<file path="src/include/tcc_defines.svh">
// Register offsets, reset values, the one pulse capture value and timing counts of the timer block.
`ifndef TCC_DEFINES_SVH
`define TCC_DEFINES_SVH
`define TCC_OFF_CTRL1 8'h00
`define TCC_OFF_CTRL2 8'h04
`define TCC_OFF_STATUS 8'h08
`define TCC_OFF_CAP1_HI 8'h0c
`define TCC_OFF_CAP1_LO 8'h10
`define TCC_OFF_CAP2_HI 8'h14
`define TCC_OFF_CAP2_LO 8'h18
`define TCC_OFF_CMP1_HI 8'h1c
`define TCC_OFF_CMP1_LO 8'h20
`define TCC_OFF_CMP2_HI 8'h24
`define TCC_OFF_CMP2_LO 8'h28
`define TCC_OFF_CNT_HI 8'h2c
`define TCC_OFF_CNT_LO 8'h30
`define TCC_CNT_RESET 16'hfffc
`define TCC_CAP_OPM 16'hfffd
`define TCC_CMP_RESET 16'h8000
`define TCC_EXT_MIN_GAP 3'h4
`endif

</file>
<file path="src/include/tcc_pkg.sv">
// Types shared by the timer capture and compare block.
package tcc_pkg;
    typedef enum logic [1:0] {
        TCC_CLK_DIV2 = 2'h0,
        TCC_CLK_DIV4 = 2'h1,
        TCC_CLK_DIV8 = 2'h2,
        TCC_CLK_EXT = 2'h3
    } tcc_clk_sel_t;
    // Control register one fields.
    typedef struct packed {
        logic capture_irq_enable;
        logic compare_irq_enable;
        logic overflow_irq_enable;
        logic force_level_1;
        logic force_level_0;
        logic capture_edge_select_0;
        logic compare_level_1;
        logic compare_level_0;
    } tcc_ctrl1_t;
    // Control register two fields.
    typedef struct packed {
        logic compare_pin_enable_0;
        logic compare_pin_enable_1;
        logic one_pulse_select;
        logic pwm_select;
        tcc_clk_sel_t timer_clock_select;
        logic capture_edge_select_1;
        logic ext_edge_select;
    } tcc_ctrl2_t;
    // Status register fields.
    typedef struct packed {
        logic capture_flag_0;
        logic compare_flag_0;
        logic overflow_flag;
        logic capture_flag_1;
        logic compare_flag_1;
        logic [2:0] unused;
    } tcc_status_t;
endpackage

</file>
<file path="src/logic/tcc_timer.sv">
// Timer capture, compare and one pulse logic with an AXI4-Lite register slave.
//
// The register offsets and the AXI4-Lite slave port are this design's own decisions.
`timescale 1ns/100ps
`include "tcc_defines.svh"
// Notes on behaviour
// - Active capture pin edge copies the 16-bit counter into the capture register.
// - Each capture channel has its own rising or falling edge select bit.
// - Capture sets its flag; interrupt requested when enabled and unmasked, else pending.
// - Capture flag clears after status read seeing it, then capture low access.
// - Reading capture high blocks capture and flag until capture low is read.
// - In one pulse or PWM mode only the second capture channel captures.
// - Capture pins always feed the timer, whatever the pin direction.
// - Each compare register is matched to the counter every timer tick.
// - Compare registers are software read/write, hardware untouched, reset to 8000h.
// - Compare pin output latches are low during reset.
// - Compare flag clears after status read seeing it, then compare low access.
// - Writing compare high stops matches until compare low is written.
// - Without pin enable the pin gets no level, interrupt still possible.
// - Compare flag and pin change while counter equals compare, in normal mode.
// - Force-level copies the level bit to the pin without flag or interrupt.
// - Force-level bits are ignored in one pulse and PWM modes.
// - One pulse select takes over first capture and first compare channels.
// - One pulse trigger loads FFFCh, drives second level, flags, captures FFFDh.
// - One pulse compare match drives the first level bit, ending the pulse.
// - One pulse mode never sets the first compare flag; second still works.
// - With PWM and one pulse both selected, only PWM mode runs.
// - In one pulse mode the second compare only flags time, drives nothing.
// - Counter resets to FFFCh and reloads FFFCh on a counter low write.
// - Timer tick is clock divided by 2, 4 or 8, or the external clock.
module tcc_timer
    import tcc_pkg::*;
#(
    parameter int CNT_W = 16
) (
    // Clock and reset.
    input wire logic clk_sys,
    input wire logic rstn,
    // AXI4-Lite write address and data.
    input wire logic [7:0] s_axi_awaddr,
    input wire logic s_axi_awvalid,
    output logic s_axi_awready,
    input wire logic [31:0] s_axi_wdata,
    input wire logic [3:0] s_axi_wstrb,
    input wire logic s_axi_wvalid,
    output logic s_axi_wready,
    output logic [1:0] s_axi_bresp,
    output logic s_axi_bvalid,
    input wire logic s_axi_bready,
    // AXI4-Lite read.
    input wire logic [7:0] s_axi_araddr,
    input wire logic s_axi_arvalid,
    output logic s_axi_arready,
    output logic [31:0] s_axi_rdata,
    output logic [1:0] s_axi_rresp,
    output logic s_axi_rvalid,
    input wire logic s_axi_rready,
    // Pins.
    input wire logic [1:0] capture_pin,
    input wire logic ext_clk_pin,
    output logic [1:0] compare_pin,
    output logic [1:0] compare_pin_oen,
    // Interrupt request and CPU mask.
    input wire logic cpu_irq_mask,
    output logic timer_irq
);
    if (CNT_W != 16) begin : g_cnt_w_check
        $error("tcc_timer supports a 16-bit counter only");
    end

    // ------------------------------------------------------------
    // Registers and signals.
    // ------------------------------------------------------------
    tcc_ctrl1_t ctrl1_r;
    tcc_ctrl2_t ctrl2_r;
    logic [15:0] cnt_r;
    logic [15:0] cap_r [2];
    logic [15:0] cmp_r [2];
    logic [1:0] cap_flag_r;
    logic [1:0] cmp_flag_r;
    logic ovf_flag_r;
    logic [1:0] cap_armed_r;
    logic [1:0] cap_block_r;
    logic [1:0] cmp_block_r;
    logic [1:0] cmp_armed_r;
    logic ovf_armed_r;
    logic [1:0] pin_r;
    logic [7:0] cnt_lo_buf_r;
    logic [1:0] cap_s1_r;
    logic [1:0] cap_s2_r;
    logic [1:0] cap_d_r;
    logic [2:0] ext_s_r;
    logic [2:0] div_r;
    logic [2:0] ext_gap_r;
    logic tick;
    logic pwm_mode;
    logic opm_mode;
    logic [1:0] cap_edge;
    logic [1:0] cmp_match;
    logic opm_trig;
    logic wr_go;
    logic rd_go;
    logic aw_held_r;
    logic w_held_r;
    logic [7:0] aw_addr_r;
    logic [31:0] w_data_r;
    logic [7:0] wr_addr;
    logic [31:0] wr_data;

    function automatic logic is_off(input logic [7:0] a, input logic [7:0] off);
        return a[7:2] == off[7:2];
    endfunction

    // ------------------------------------------------------------
    // Modes and timer tick.
    // ------------------------------------------------------------
    // PWM wins.
    assign pwm_mode = ctrl2_r.pwm_select;
    assign opm_mode = ctrl2_r.one_pulse_select & ~ctrl2_r.pwm_select;

    always_ff @(posedge clk_sys) begin
        if (!rstn) begin
            div_r <= 3'h0;
        end else begin
            div_r <= div_r + 3'h1;
        end
    end

    always_ff @(posedge clk_sys) begin
        if (!rstn) begin
            ext_s_r <= 3'h0;
            ext_gap_r <= 3'h0;
        end else begin
            ext_s_r <= {ext_s_r[1:0], ext_clk_pin};
            if (ext_gap_r != 3'h0) begin
                ext_gap_r <= ext_gap_r - 3'h1;
            end else if (tick) begin
                ext_gap_r <= `TCC_EXT_MIN_GAP - 3'h1;
            end
        end
    end

    always_comb begin
        unique case (ctrl2_r.timer_clock_select)
            TCC_CLK_DIV2: tick = div_r[0];
            TCC_CLK_DIV4: tick = div_r[1:0] == 2'h3;
            TCC_CLK_DIV8: tick = div_r == 3'h7;
            TCC_CLK_EXT: tick = (ext_gap_r == 3'h0) &
                ((ext_s_r[2] ^ ext_s_r[1]) & (ext_s_r[1] == ctrl2_r.ext_edge_select));
        endcase
    end

    // ------------------------------------------------------------
    // Capture edges.
    // ------------------------------------------------------------
    // Two-stage sync.
    always_ff @(posedge clk_sys) begin
        if (!rstn) begin
            cap_s1_r <= 2'h0;
            cap_s2_r <= 2'h0;
            cap_d_r <= 2'h0;
        end else begin
            cap_s1_r <= capture_pin;
            cap_s2_r <= cap_s1_r;
            cap_d_r <= cap_s2_r;
        end
    end

    assign cap_edge[0] = (cap_s2_r[0] ^ cap_d_r[0]) &
        (cap_s2_r[0] == ctrl1_r.capture_edge_select_0);
    assign cap_edge[1] = (cap_s2_r[1] ^ cap_d_r[1]) &
        (cap_s2_r[1] == ctrl2_r.capture_edge_select_1);
    assign opm_trig = opm_mode & cap_edge[0];

    assign cmp_match[0] = tick & ~cmp_block_r[0] & (cnt_r == cmp_r[0]);
    assign cmp_match[1] = tick & ~cmp_block_r[1] & (cnt_r == cmp_r[1]);

    // ------------------------------------------------------------
    // Bus write path.
    // ------------------------------------------------------------
    assign s_axi_awready = ~aw_held_r & ~s_axi_bvalid;
    assign s_axi_wready = ~w_held_r & ~s_axi_bvalid;
    assign wr_addr = aw_held_r ? aw_addr_r : s_axi_awaddr;
    assign wr_data = w_held_r ? w_data_r : s_axi_wdata;
    assign wr_go = (aw_held_r | s_axi_awvalid) & (w_held_r | s_axi_wvalid) & ~s_axi_bvalid;
    assign s_axi_bresp = 2'h0;

    always_ff @(posedge clk_sys) begin
        if (!rstn) begin
            aw_held_r <= 1'b0;
            w_held_r <= 1'b0;
            aw_addr_r <= 8'h00;
            w_data_r <= 32'h0000_0000;
            s_axi_bvalid <= 1'b0;
        end else begin
            if (wr_go) begin
                aw_held_r <= 1'b0;
                w_held_r <= 1'b0;
                s_axi_bvalid <= 1'b1;
            end else begin
                if (s_axi_awvalid & s_axi_awready) begin
                    aw_held_r <= 1'b1;
                    aw_addr_r <= s_axi_awaddr;
                end
                if (s_axi_wvalid & s_axi_wready) begin
                    w_held_r <= 1'b1;
                    w_data_r <= s_axi_wdata;
                end
                if (s_axi_bready) begin
                    s_axi_bvalid <= 1'b0;
                end
            end
        end
    end

    // Control registers; only byte lane zero carries data.
    always_ff @(posedge clk_sys) begin
        if (!rstn) begin
            ctrl1_r <= '0;
            ctrl2_r <= '0;
        end else if (wr_go & s_axi_wstrb[0]) begin
            if (is_off(wr_addr, `TCC_OFF_CTRL1)) begin
                ctrl1_r <= tcc_ctrl1_t'(wr_data[7:0]);
            end
            if (is_off(wr_addr, `TCC_OFF_CTRL2)) begin
                ctrl2_r <= tcc_ctrl2_t'(wr_data[7:0]);
            end
        end
    end

    always_ff @(posedge clk_sys) begin
        if (!rstn) begin
            cmp_r[0] <= `TCC_CMP_RESET;
            cmp_r[1] <= `TCC_CMP_RESET;
            cmp_block_r <= 2'h0;
        end else if (wr_go & s_axi_wstrb[0]) begin
            for (int i = 0; i < 2; i++) begin
                if (is_off(wr_addr, 8'(`TCC_OFF_CMP1_HI + 8 * i))) begin
                    cmp_r[i][15:8] <= wr_data[7:0];
                    cmp_block_r[i] <= 1'b1;
                end
                if (is_off(wr_addr, 8'(`TCC_OFF_CMP1_LO + 8 * i))) begin
                    cmp_r[i][7:0] <= wr_data[7:0];
                    cmp_block_r[i] <= 1'b0;
                end
            end
        end
    end

    // ------------------------------------------------------------
    // Bus read path.
    // ------------------------------------------------------------
    assign s_axi_arready = ~s_axi_rvalid;
    assign rd_go = s_axi_arvalid & s_axi_arready;

    always_ff @(posedge clk_sys) begin
        if (!rstn) begin
            s_axi_rvalid <= 1'b0;
            s_axi_rdata <= 32'h0000_0000;
            s_axi_rresp <= 2'h0;
        end else if (rd_go) begin
            s_axi_rvalid <= 1'b1;
            s_axi_rresp <= 2'h0;
            case (s_axi_araddr[7:2])
                `TCC_OFF_CTRL1 >> 2: s_axi_rdata <= {24'h0, ctrl1_r};
                `TCC_OFF_CTRL2 >> 2: s_axi_rdata <= {24'h0, ctrl2_r};
                `TCC_OFF_STATUS >> 2: s_axi_rdata <= {24'h0, cap_flag_r[0], cmp_flag_r[0],
                    ovf_flag_r, cap_flag_r[1], cmp_flag_r[1], 3'h0};
                `TCC_OFF_CAP1_HI >> 2: s_axi_rdata <= {24'h0, cap_r[0][15:8]};
                `TCC_OFF_CAP1_LO >> 2: s_axi_rdata <= {24'h0, cap_r[0][7:0]};
                `TCC_OFF_CAP2_HI >> 2: s_axi_rdata <= {24'h0, cap_r[1][15:8]};
                `TCC_OFF_CAP2_LO >> 2: s_axi_rdata <= {24'h0, cap_r[1][7:0]};
                `TCC_OFF_CMP1_HI >> 2: s_axi_rdata <= {24'h0, cmp_r[0][15:8]};
                `TCC_OFF_CMP1_LO >> 2: s_axi_rdata <= {24'h0, cmp_r[0][7:0]};
                `TCC_OFF_CMP2_HI >> 2: s_axi_rdata <= {24'h0, cmp_r[1][15:8]};
                `TCC_OFF_CMP2_LO >> 2: s_axi_rdata <= {24'h0, cmp_r[1][7:0]};
                `TCC_OFF_CNT_HI >> 2: s_axi_rdata <= {24'h0, cnt_r[15:8]};
                `TCC_OFF_CNT_LO >> 2: s_axi_rdata <= {24'h0, cnt_lo_buf_r};
                default: begin
                    s_axi_rdata <= 32'h0000_0000;
                    s_axi_rresp <= 2'h2;
                end
            endcase
        end else if (s_axi_rready) begin
            s_axi_rvalid <= 1'b0;
        end
    end

    // ------------------------------------------------------------
    // Counter.
    // ------------------------------------------------------------
    // Reset and low-write reload.
    always_ff @(posedge clk_sys) begin
        if (!rstn) begin
            cnt_r <= `TCC_CNT_RESET;
            cnt_lo_buf_r <= 8'h00;
        end else begin
            if ((wr_go & s_axi_wstrb[0] & is_off(wr_addr, `TCC_OFF_CNT_LO)) | opm_trig |
                    (pwm_mode & cmp_match[1])) begin
                cnt_r <= `TCC_CNT_RESET;
            end else if (tick) begin
                cnt_r <= cnt_r + 16'h0001;
            end
            if (rd_go & is_off(s_axi_araddr, `TCC_OFF_CNT_HI)) begin
                cnt_lo_buf_r <= cnt_r[7:0];
            end else if (rd_go & is_off(s_axi_araddr, `TCC_OFF_CNT_LO)) begin
                cnt_lo_buf_r <= cnt_r[7:0];
            end
        end
    end

    // ------------------------------------------------------------
    // Capture registers and flags.
    // ------------------------------------------------------------
    always_ff @(posedge clk_sys) begin
        if (!rstn) begin
            cap_r[0] <= 16'h0000;
            cap_r[1] <= 16'h0000;
            cap_flag_r <= 2'h0;
            cap_armed_r <= 2'h0;
            cap_block_r <= 2'h0;
        end else begin
            for (int i = 0; i < 2; i++) begin
                if (rd_go & is_off(s_axi_araddr, 8'(`TCC_OFF_CAP1_HI + 8 * i))) begin
                    cap_block_r[i] <= 1'b1;
                end else if (rd_go & is_off(s_axi_araddr, 8'(`TCC_OFF_CAP1_LO + 8 * i))) begin
                    cap_block_r[i] <= 1'b0;
                end
                if (rd_go & is_off(s_axi_araddr, `TCC_OFF_STATUS) & cap_flag_r[i]) begin
                    cap_armed_r[i] <= 1'b1;
                end
                if (cap_armed_r[i] & ((rd_go & is_off(s_axi_araddr,
                        8'(`TCC_OFF_CAP1_LO + 8 * i))) | (wr_go &
                        is_off(wr_addr, 8'(`TCC_OFF_CAP1_LO + 8 * i))))) begin
                    cap_flag_r[i] <= 1'b0;
                    cap_armed_r[i] <= 1'b0;
                end
            end
            if (opm_trig) begin
                cap_r[0] <= `TCC_CAP_OPM;
                cap_flag_r[0] <= 1'b1;
            end else if (pwm_mode & cmp_match[1]) begin
                cap_flag_r[0] <= 1'b1;
            // First channel only in normal mode.
            end else if (cap_edge[0] & ~opm_mode & ~pwm_mode & ~cap_block_r[0]) begin
                cap_r[0] <= cnt_r;
                cap_flag_r[0] <= 1'b1;
            end
            if (cap_edge[1] & ~cap_block_r[1]) begin
                cap_r[1] <= cnt_r;
                cap_flag_r[1] <= 1'b1;
            end
        end
    end

    // ------------------------------------------------------------
    // Compare flags and overflow flag.
    // ------------------------------------------------------------
    always_ff @(posedge clk_sys) begin
        if (!rstn) begin
            cmp_flag_r <= 2'h0;
            cmp_armed_r <= 2'h0;
            ovf_flag_r <= 1'b0;
            ovf_armed_r <= 1'b0;
        end else begin
            for (int i = 0; i < 2; i++) begin
                if (rd_go & is_off(s_axi_araddr, `TCC_OFF_STATUS) & cmp_flag_r[i]) begin
                    cmp_armed_r[i] <= 1'b1;
                end
                if (cmp_armed_r[i] & ((rd_go & is_off(s_axi_araddr,
                        8'(`TCC_OFF_CMP1_LO + 8 * i))) | (wr_go &
                        is_off(wr_addr, 8'(`TCC_OFF_CMP1_LO + 8 * i))))) begin
                    cmp_flag_r[i] <= 1'b0;
                    cmp_armed_r[i] <= 1'b0;
                end
            end
            // No first flag in one pulse.
            if (cmp_match[0] & ~opm_mode & ~pwm_mode) begin
                cmp_flag_r[0] <= 1'b1;
            end
            if (cmp_match[1] & ~pwm_mode) begin
                cmp_flag_r[1] <= 1'b1;
            end
            if (rd_go & is_off(s_axi_araddr, `TCC_OFF_STATUS) & ovf_flag_r) begin
                ovf_armed_r <= 1'b1;
            end
            if (ovf_armed_r & rd_go & is_off(s_axi_araddr, `TCC_OFF_CNT_LO)) begin
                ovf_flag_r <= 1'b0;
                ovf_armed_r <= 1'b0;
            end
            if (tick & (cnt_r == 16'hffff)) begin
                ovf_flag_r <= 1'b1;
            end
        end
    end

    // ------------------------------------------------------------
    // Compare pins.
    // ------------------------------------------------------------
    // Latches low in reset.
    always_ff @(posedge clk_sys) begin
        if (!rstn) begin
            pin_r <= 2'h0;
        end else if (pwm_mode) begin
            if (cmp_match[1]) begin
                pin_r[0] <= ctrl1_r.compare_level_1;
            end else if (cmp_match[0]) begin
                pin_r[0] <= ctrl1_r.compare_level_0;
            end
        end else if (opm_mode) begin
            if (opm_trig) begin
                pin_r[0] <= ctrl1_r.compare_level_1;
            end else if (cmp_match[0]) begin
                pin_r[0] <= ctrl1_r.compare_level_0;
            end
        end else begin
            if (cmp_match[0] | ctrl1_r.force_level_0) begin
                pin_r[0] <= ctrl1_r.compare_level_0;
            end
            if (cmp_match[1] | ctrl1_r.force_level_1) begin
                pin_r[1] <= ctrl1_r.compare_level_1;
            end
        end
    end

    assign compare_pin = pin_r;
    assign compare_pin_oen = {~ctrl2_r.compare_pin_enable_1 | opm_mode | pwm_mode,
        ~ctrl2_r.compare_pin_enable_0};

    assign timer_irq = ~cpu_irq_mask & ((ctrl1_r.capture_irq_enable & |cap_flag_r) |
        (ctrl1_r.compare_irq_enable & |cmp_flag_r) |
        (ctrl1_r.overflow_irq_enable & ovf_flag_r));
endmodule

</file>
<file path="config.mk">
export PLATFORM = sky130hd
export DESIGN_NAME = tcc_timer
export DESIGN_NICKNAME = d
export VERILOG_FILES = /design/src/include/tcc_pkg.sv /design/src/logic/tcc_timer.sv
export VERILOG_INCLUDE_DIRS = /design/src /design/src/include
export SDC_FILE = /design/constraint.sdc
export NUM_CORES = 1
export LEC_CHECK = 0
export ABC_CLOCK_PERIOD_IN_PS = 3130
export BUFFER_PORTS_ARGS = -buffer_cell sky130_fd_sc_hd__buf_4
export CELL_PAD_IN_SITES_DETAIL_PLACEMENT = 0
export CELL_PAD_IN_SITES_GLOBAL_PLACEMENT = 1
export CORE_MARGIN = 8
export CORE_UTILIZATION = 45
export DETAILED_ROUTE_END_ITERATION = 6
export PLACE_DENSITY_LB_ADDON = 0.1
export SLEW_MARGIN = 0
export SYNTH_ARGS = -nofsm -noshare
export SYNTH_HDL_FRONTEND = slang
export SYNTH_SLANG_ARGS = --single-unit
</file>
<file path="constraint.sdc">
create_clock -name clk_sys -period 3.13 [get_ports clk_sys]
set_input_delay 0.626 -clock clk_sys [delete_from_list [all_inputs] [get_ports clk_sys]]
set_output_delay 0.626 -clock clk_sys [all_outputs]
set_load 0.02 [all_outputs]
</file>
==> results by group <==
Worst setup path
  • CP endpoint kind: register
  • Crit-path slowest cell: dfxtp_1
  • Max incr delay on CP: 0.72 ns
  • Worst Setup Path Type: reg -> reg
  • CP Cell Sequence: nor2_1 -> a2111oi_4 -> nand3b_2 -> o21ai_0 -> nand2_1 -> nor2_1
  • Most common cell on crit path: nor2_1
  • CP Launch Type: register
  • Crit path DAT: 2.88 ns
  • Crit-path max FO: 12
  • Worst path required time: 3.36 ns
  • Critical path origin: w_held_r
  • Worst R2R Start: w_held_r

Cells and area
  • Commonest cells after routing, fill and taps aside: dfxtp_1 (98), nor2_1 (86), buf_4 (77), edfxtp_1 (64), nand2_1 (62)
  • Commonest non-fill, non-tap cell in the layout: dfxtp_1
  • Sequential Area: 0.00388 sq mm
  • Area of the multi-input gates: 0.00358 sq mm
  • Post-route cell area: 0.00903 sq mm
  • Area delta synth->final: 14.6%
  • Layout cells sized above 1: 0.161
  • Fillers: 1589
  • Non-Filler Instances: 1080
  • Final net count: 911
  • Diode count: 0

Placed design
  • Routability cong.: 0.878
  • DP Wirelength: 17200 um
  • Placed Cells: 1048
  • Dpl cell area: 0.00842 sq mm
  • Port bufs: 50

Synth
  • Area share of the largest cell type after synthesis: 0.249
  • Simple-gate share of the synthesized area: 0.175
  • Post-synth design cell area: 0.00788 sq mm
  • Sequential area share after synthesis: 0.493
  • Largest family of logic cells by synthesized area: simple AND/OR/NAND/NOR gates
  • Post-synth top flop: dfxtp_1
  • Synth Area in Compound Gates: 0.146
  • Async set-reset flop share out of synthesis: 0
  • Avg Cell Area, Syn: 9.88 sq um
  • Post-Synth XOR/XNOR Area: 0.0500
  • Area contributors post-synth: dfxtp_1 (25%), edfxtp_1 (24%), mux2i_1 (5.0%)
  • Flops & latches, synth: 162
  • Yosys cell types: 71
  • Adder-cell share of the synthesized area: 0.00952
  • Syn Inst Count: 798
  • Synth warn: 0
  • Area leader, netlist: dfxtp_1
  • EDFF count, synth: 64
  • Proportion of synthesized area in mux cells: 0.0609

Clock tree
  • Root buffer cell: clkbuf_16
  • TritonCTS buffer count: 17
  • Clock slew at reported path FFs: 0.07 ns
  • Cts hold-fix bufs: 0
  • Clock Tree Buf Depth: 2
  • CTS tree: yes
  • Post-CTS sizing: 0
  • Sink Count: 162
  • Worst skew pair latency: 0.42 ns
  • Setup bufs post-CTS: 0
  • H-tree depth: 4

Timing
  • Slew Limit Fails: 0
  • Skew final: 0.00764 ns
  • Fin crit share: 0.847
  • Final Hold Fails: 0
  • Worst Tran Pin Value: 0.847 ns
  • Worst relative slew slack: 0.419
  • Fin Setup TNS: 0 ns
  • Final Critical Period: 2.65 ns
  • Setup Viol. Count Final: 0
  • RSZ-0062 raised after global routing: false
  • Min Hold Slack: 0.384 ns
  • Fmax: 377 MHz

Floorplanning
  • Io pins: 109
  • Initial core utilization: 0.457
  • Die width: 148 um
  • Die area: 0.0220 sq mm
  • Num rows: 48
  • Core Area: 0.0172 sq mm
  • Die height: 148 um

Power
  • Static leakage: 3.61 nW
  • Pwr/cell area: 548 mW/mm^2
  • Peak supply drop: 375 uV
  • Total power: 0.00495 W

Global routing
  • Vias in the first global route: 6014
  • Largest net degree at the start of global routing: 61
  • First-pass GRT wire length: 35500 um
  • Initial antenna violation count: 1
  • Total gr overflow: 0
  • Gr usage total: 0.213

Route
  • Antenna-violating nets left: 0
  • Initial drt markers: 552
  • Vias: 6129
  • DRT Pass-1 Iters: 5
  • Routed vias/inst: 5.68
  • WL final: 23100 um
  • DRC: 0
  • DR WL/cell: 21.4 um

Run
  • Max_cap viols: 0

Outcome
  • Run status: completed

Min path
  • Hold path start: s_axi_rready
  • Hold crit path type: in -> reg
-- worst paths after layout --
| kind | slack, ns | endpoint | depth (start not counted) |
|---|---|---|---|
| hold reg to reg | 0.43 | cap_s2_r[1] | 1 |
| setup reg to reg | 0.48 | cmp_r[1][8] | 6 |
| setup / recovery | 0.48 | cmp_r[1][8] | 6 |
| hold / removal | 0.38 | s_axi_rvalid | 2 |
-- flip-flops by register name (all words and copies together) (netlist names), 3 cells and up --
register,count
cap_r,32
cmp_r,32
cnt_r,16
cnt_lo_buf_r,8
ctrl1_r,8
s_axi_rdata,8
w_data_r,8
ctrl2_r,7
aw_addr_r,6
div_r,3
ext_gap_r,3
ext_s_r,3
-- layout make-up --
type,count,share of cell area
clock inverters,8,0.00914
flip-flops and latches,162,0.430
multi-input cells,560,0.397
repair buffers,77,0.0640
well taps,225,0.0312
clock buffers,24,0.0593
inverters,24,0.00997
-- metrics by stage --
step	setup slack (ns)	util
floorplan	0.386	-
global placement	0.339	0.488
detailed placement	0.193	0.488
CTS	0.519	0.524
global route	0.282	0.524
finish	0.478	0.524
-- cells by family after synthesis --
| kind of cell | Yosys count |
|---|---|
| AOI/OAI and AO/OA | 164 |
| xor gates and xnor gates | 45 |
| adders and majority gates | 6 |
| buffers and inverters | 102 |
| DFF | 162 |
| muxes | 45 |
| other | 1 |
| and+or+nand+nor | 273 |
-- worst max-delay path, delay by kind of cell, from the launching register on --
kind | cells | cell delay, ns
AND/OR/NAND/NOR | 4 | 0.98
AO/OA/AOI/OAI | 2 | 0.75
flip-flops | 1 | 0.72
-- cells in the mapped netlist, types with 8 or more instances --
| master | number |
|---|---|
| and2_1 | 36 |
| xnor2_1 | 11 |
| buf_4 | 27 |
| nand2_1 | 62 |
| clkbuf_1 | 43 |
| nand3_1 | 21 |
| a22oi_1 | 24 |
| nor3_1 | 8 |
| mux2i_1 | 39 |
| inv_1 | 22 |
| a211oi_1 | 16 |
| xor2_1 | 34 |
| nor4_1 | 9 |
| a222oi_1 | 8 |
| nor2_1 | 86 |
| o21ai_0 | 34 |
| a21oi_1 | 27 |
| edfxtp_1 | 64 |
| a21o_1 | 17 |
| dfxtp_1 | 98 |
-- power breakdown --
part	internal (W)	switching (W)
combinational	0.000172	0.000288
clock	0.00129	0.000853
sequential	0.00227	0.0000677
total	0.00374	0.00121
-- metal layers --
| layer | track usage | part of all wire | up-vias | wire [um] |
|---|---|---|---|---|
| met5 | 0 | 0 | - | 0 |
| met4 | 0.0841 | 0.028 | 0 | 650 |
| met3 | 0.0386 | 0.065 | 36 | 1500 |
| met2 | 0.344 | 0.47 | 247 | 10800 |
| met1 | 0.277 | 0.44 | 2976 | 10100 |
| li1 | - | - | 2870 | - |
(Power assumes the default switching activity.)
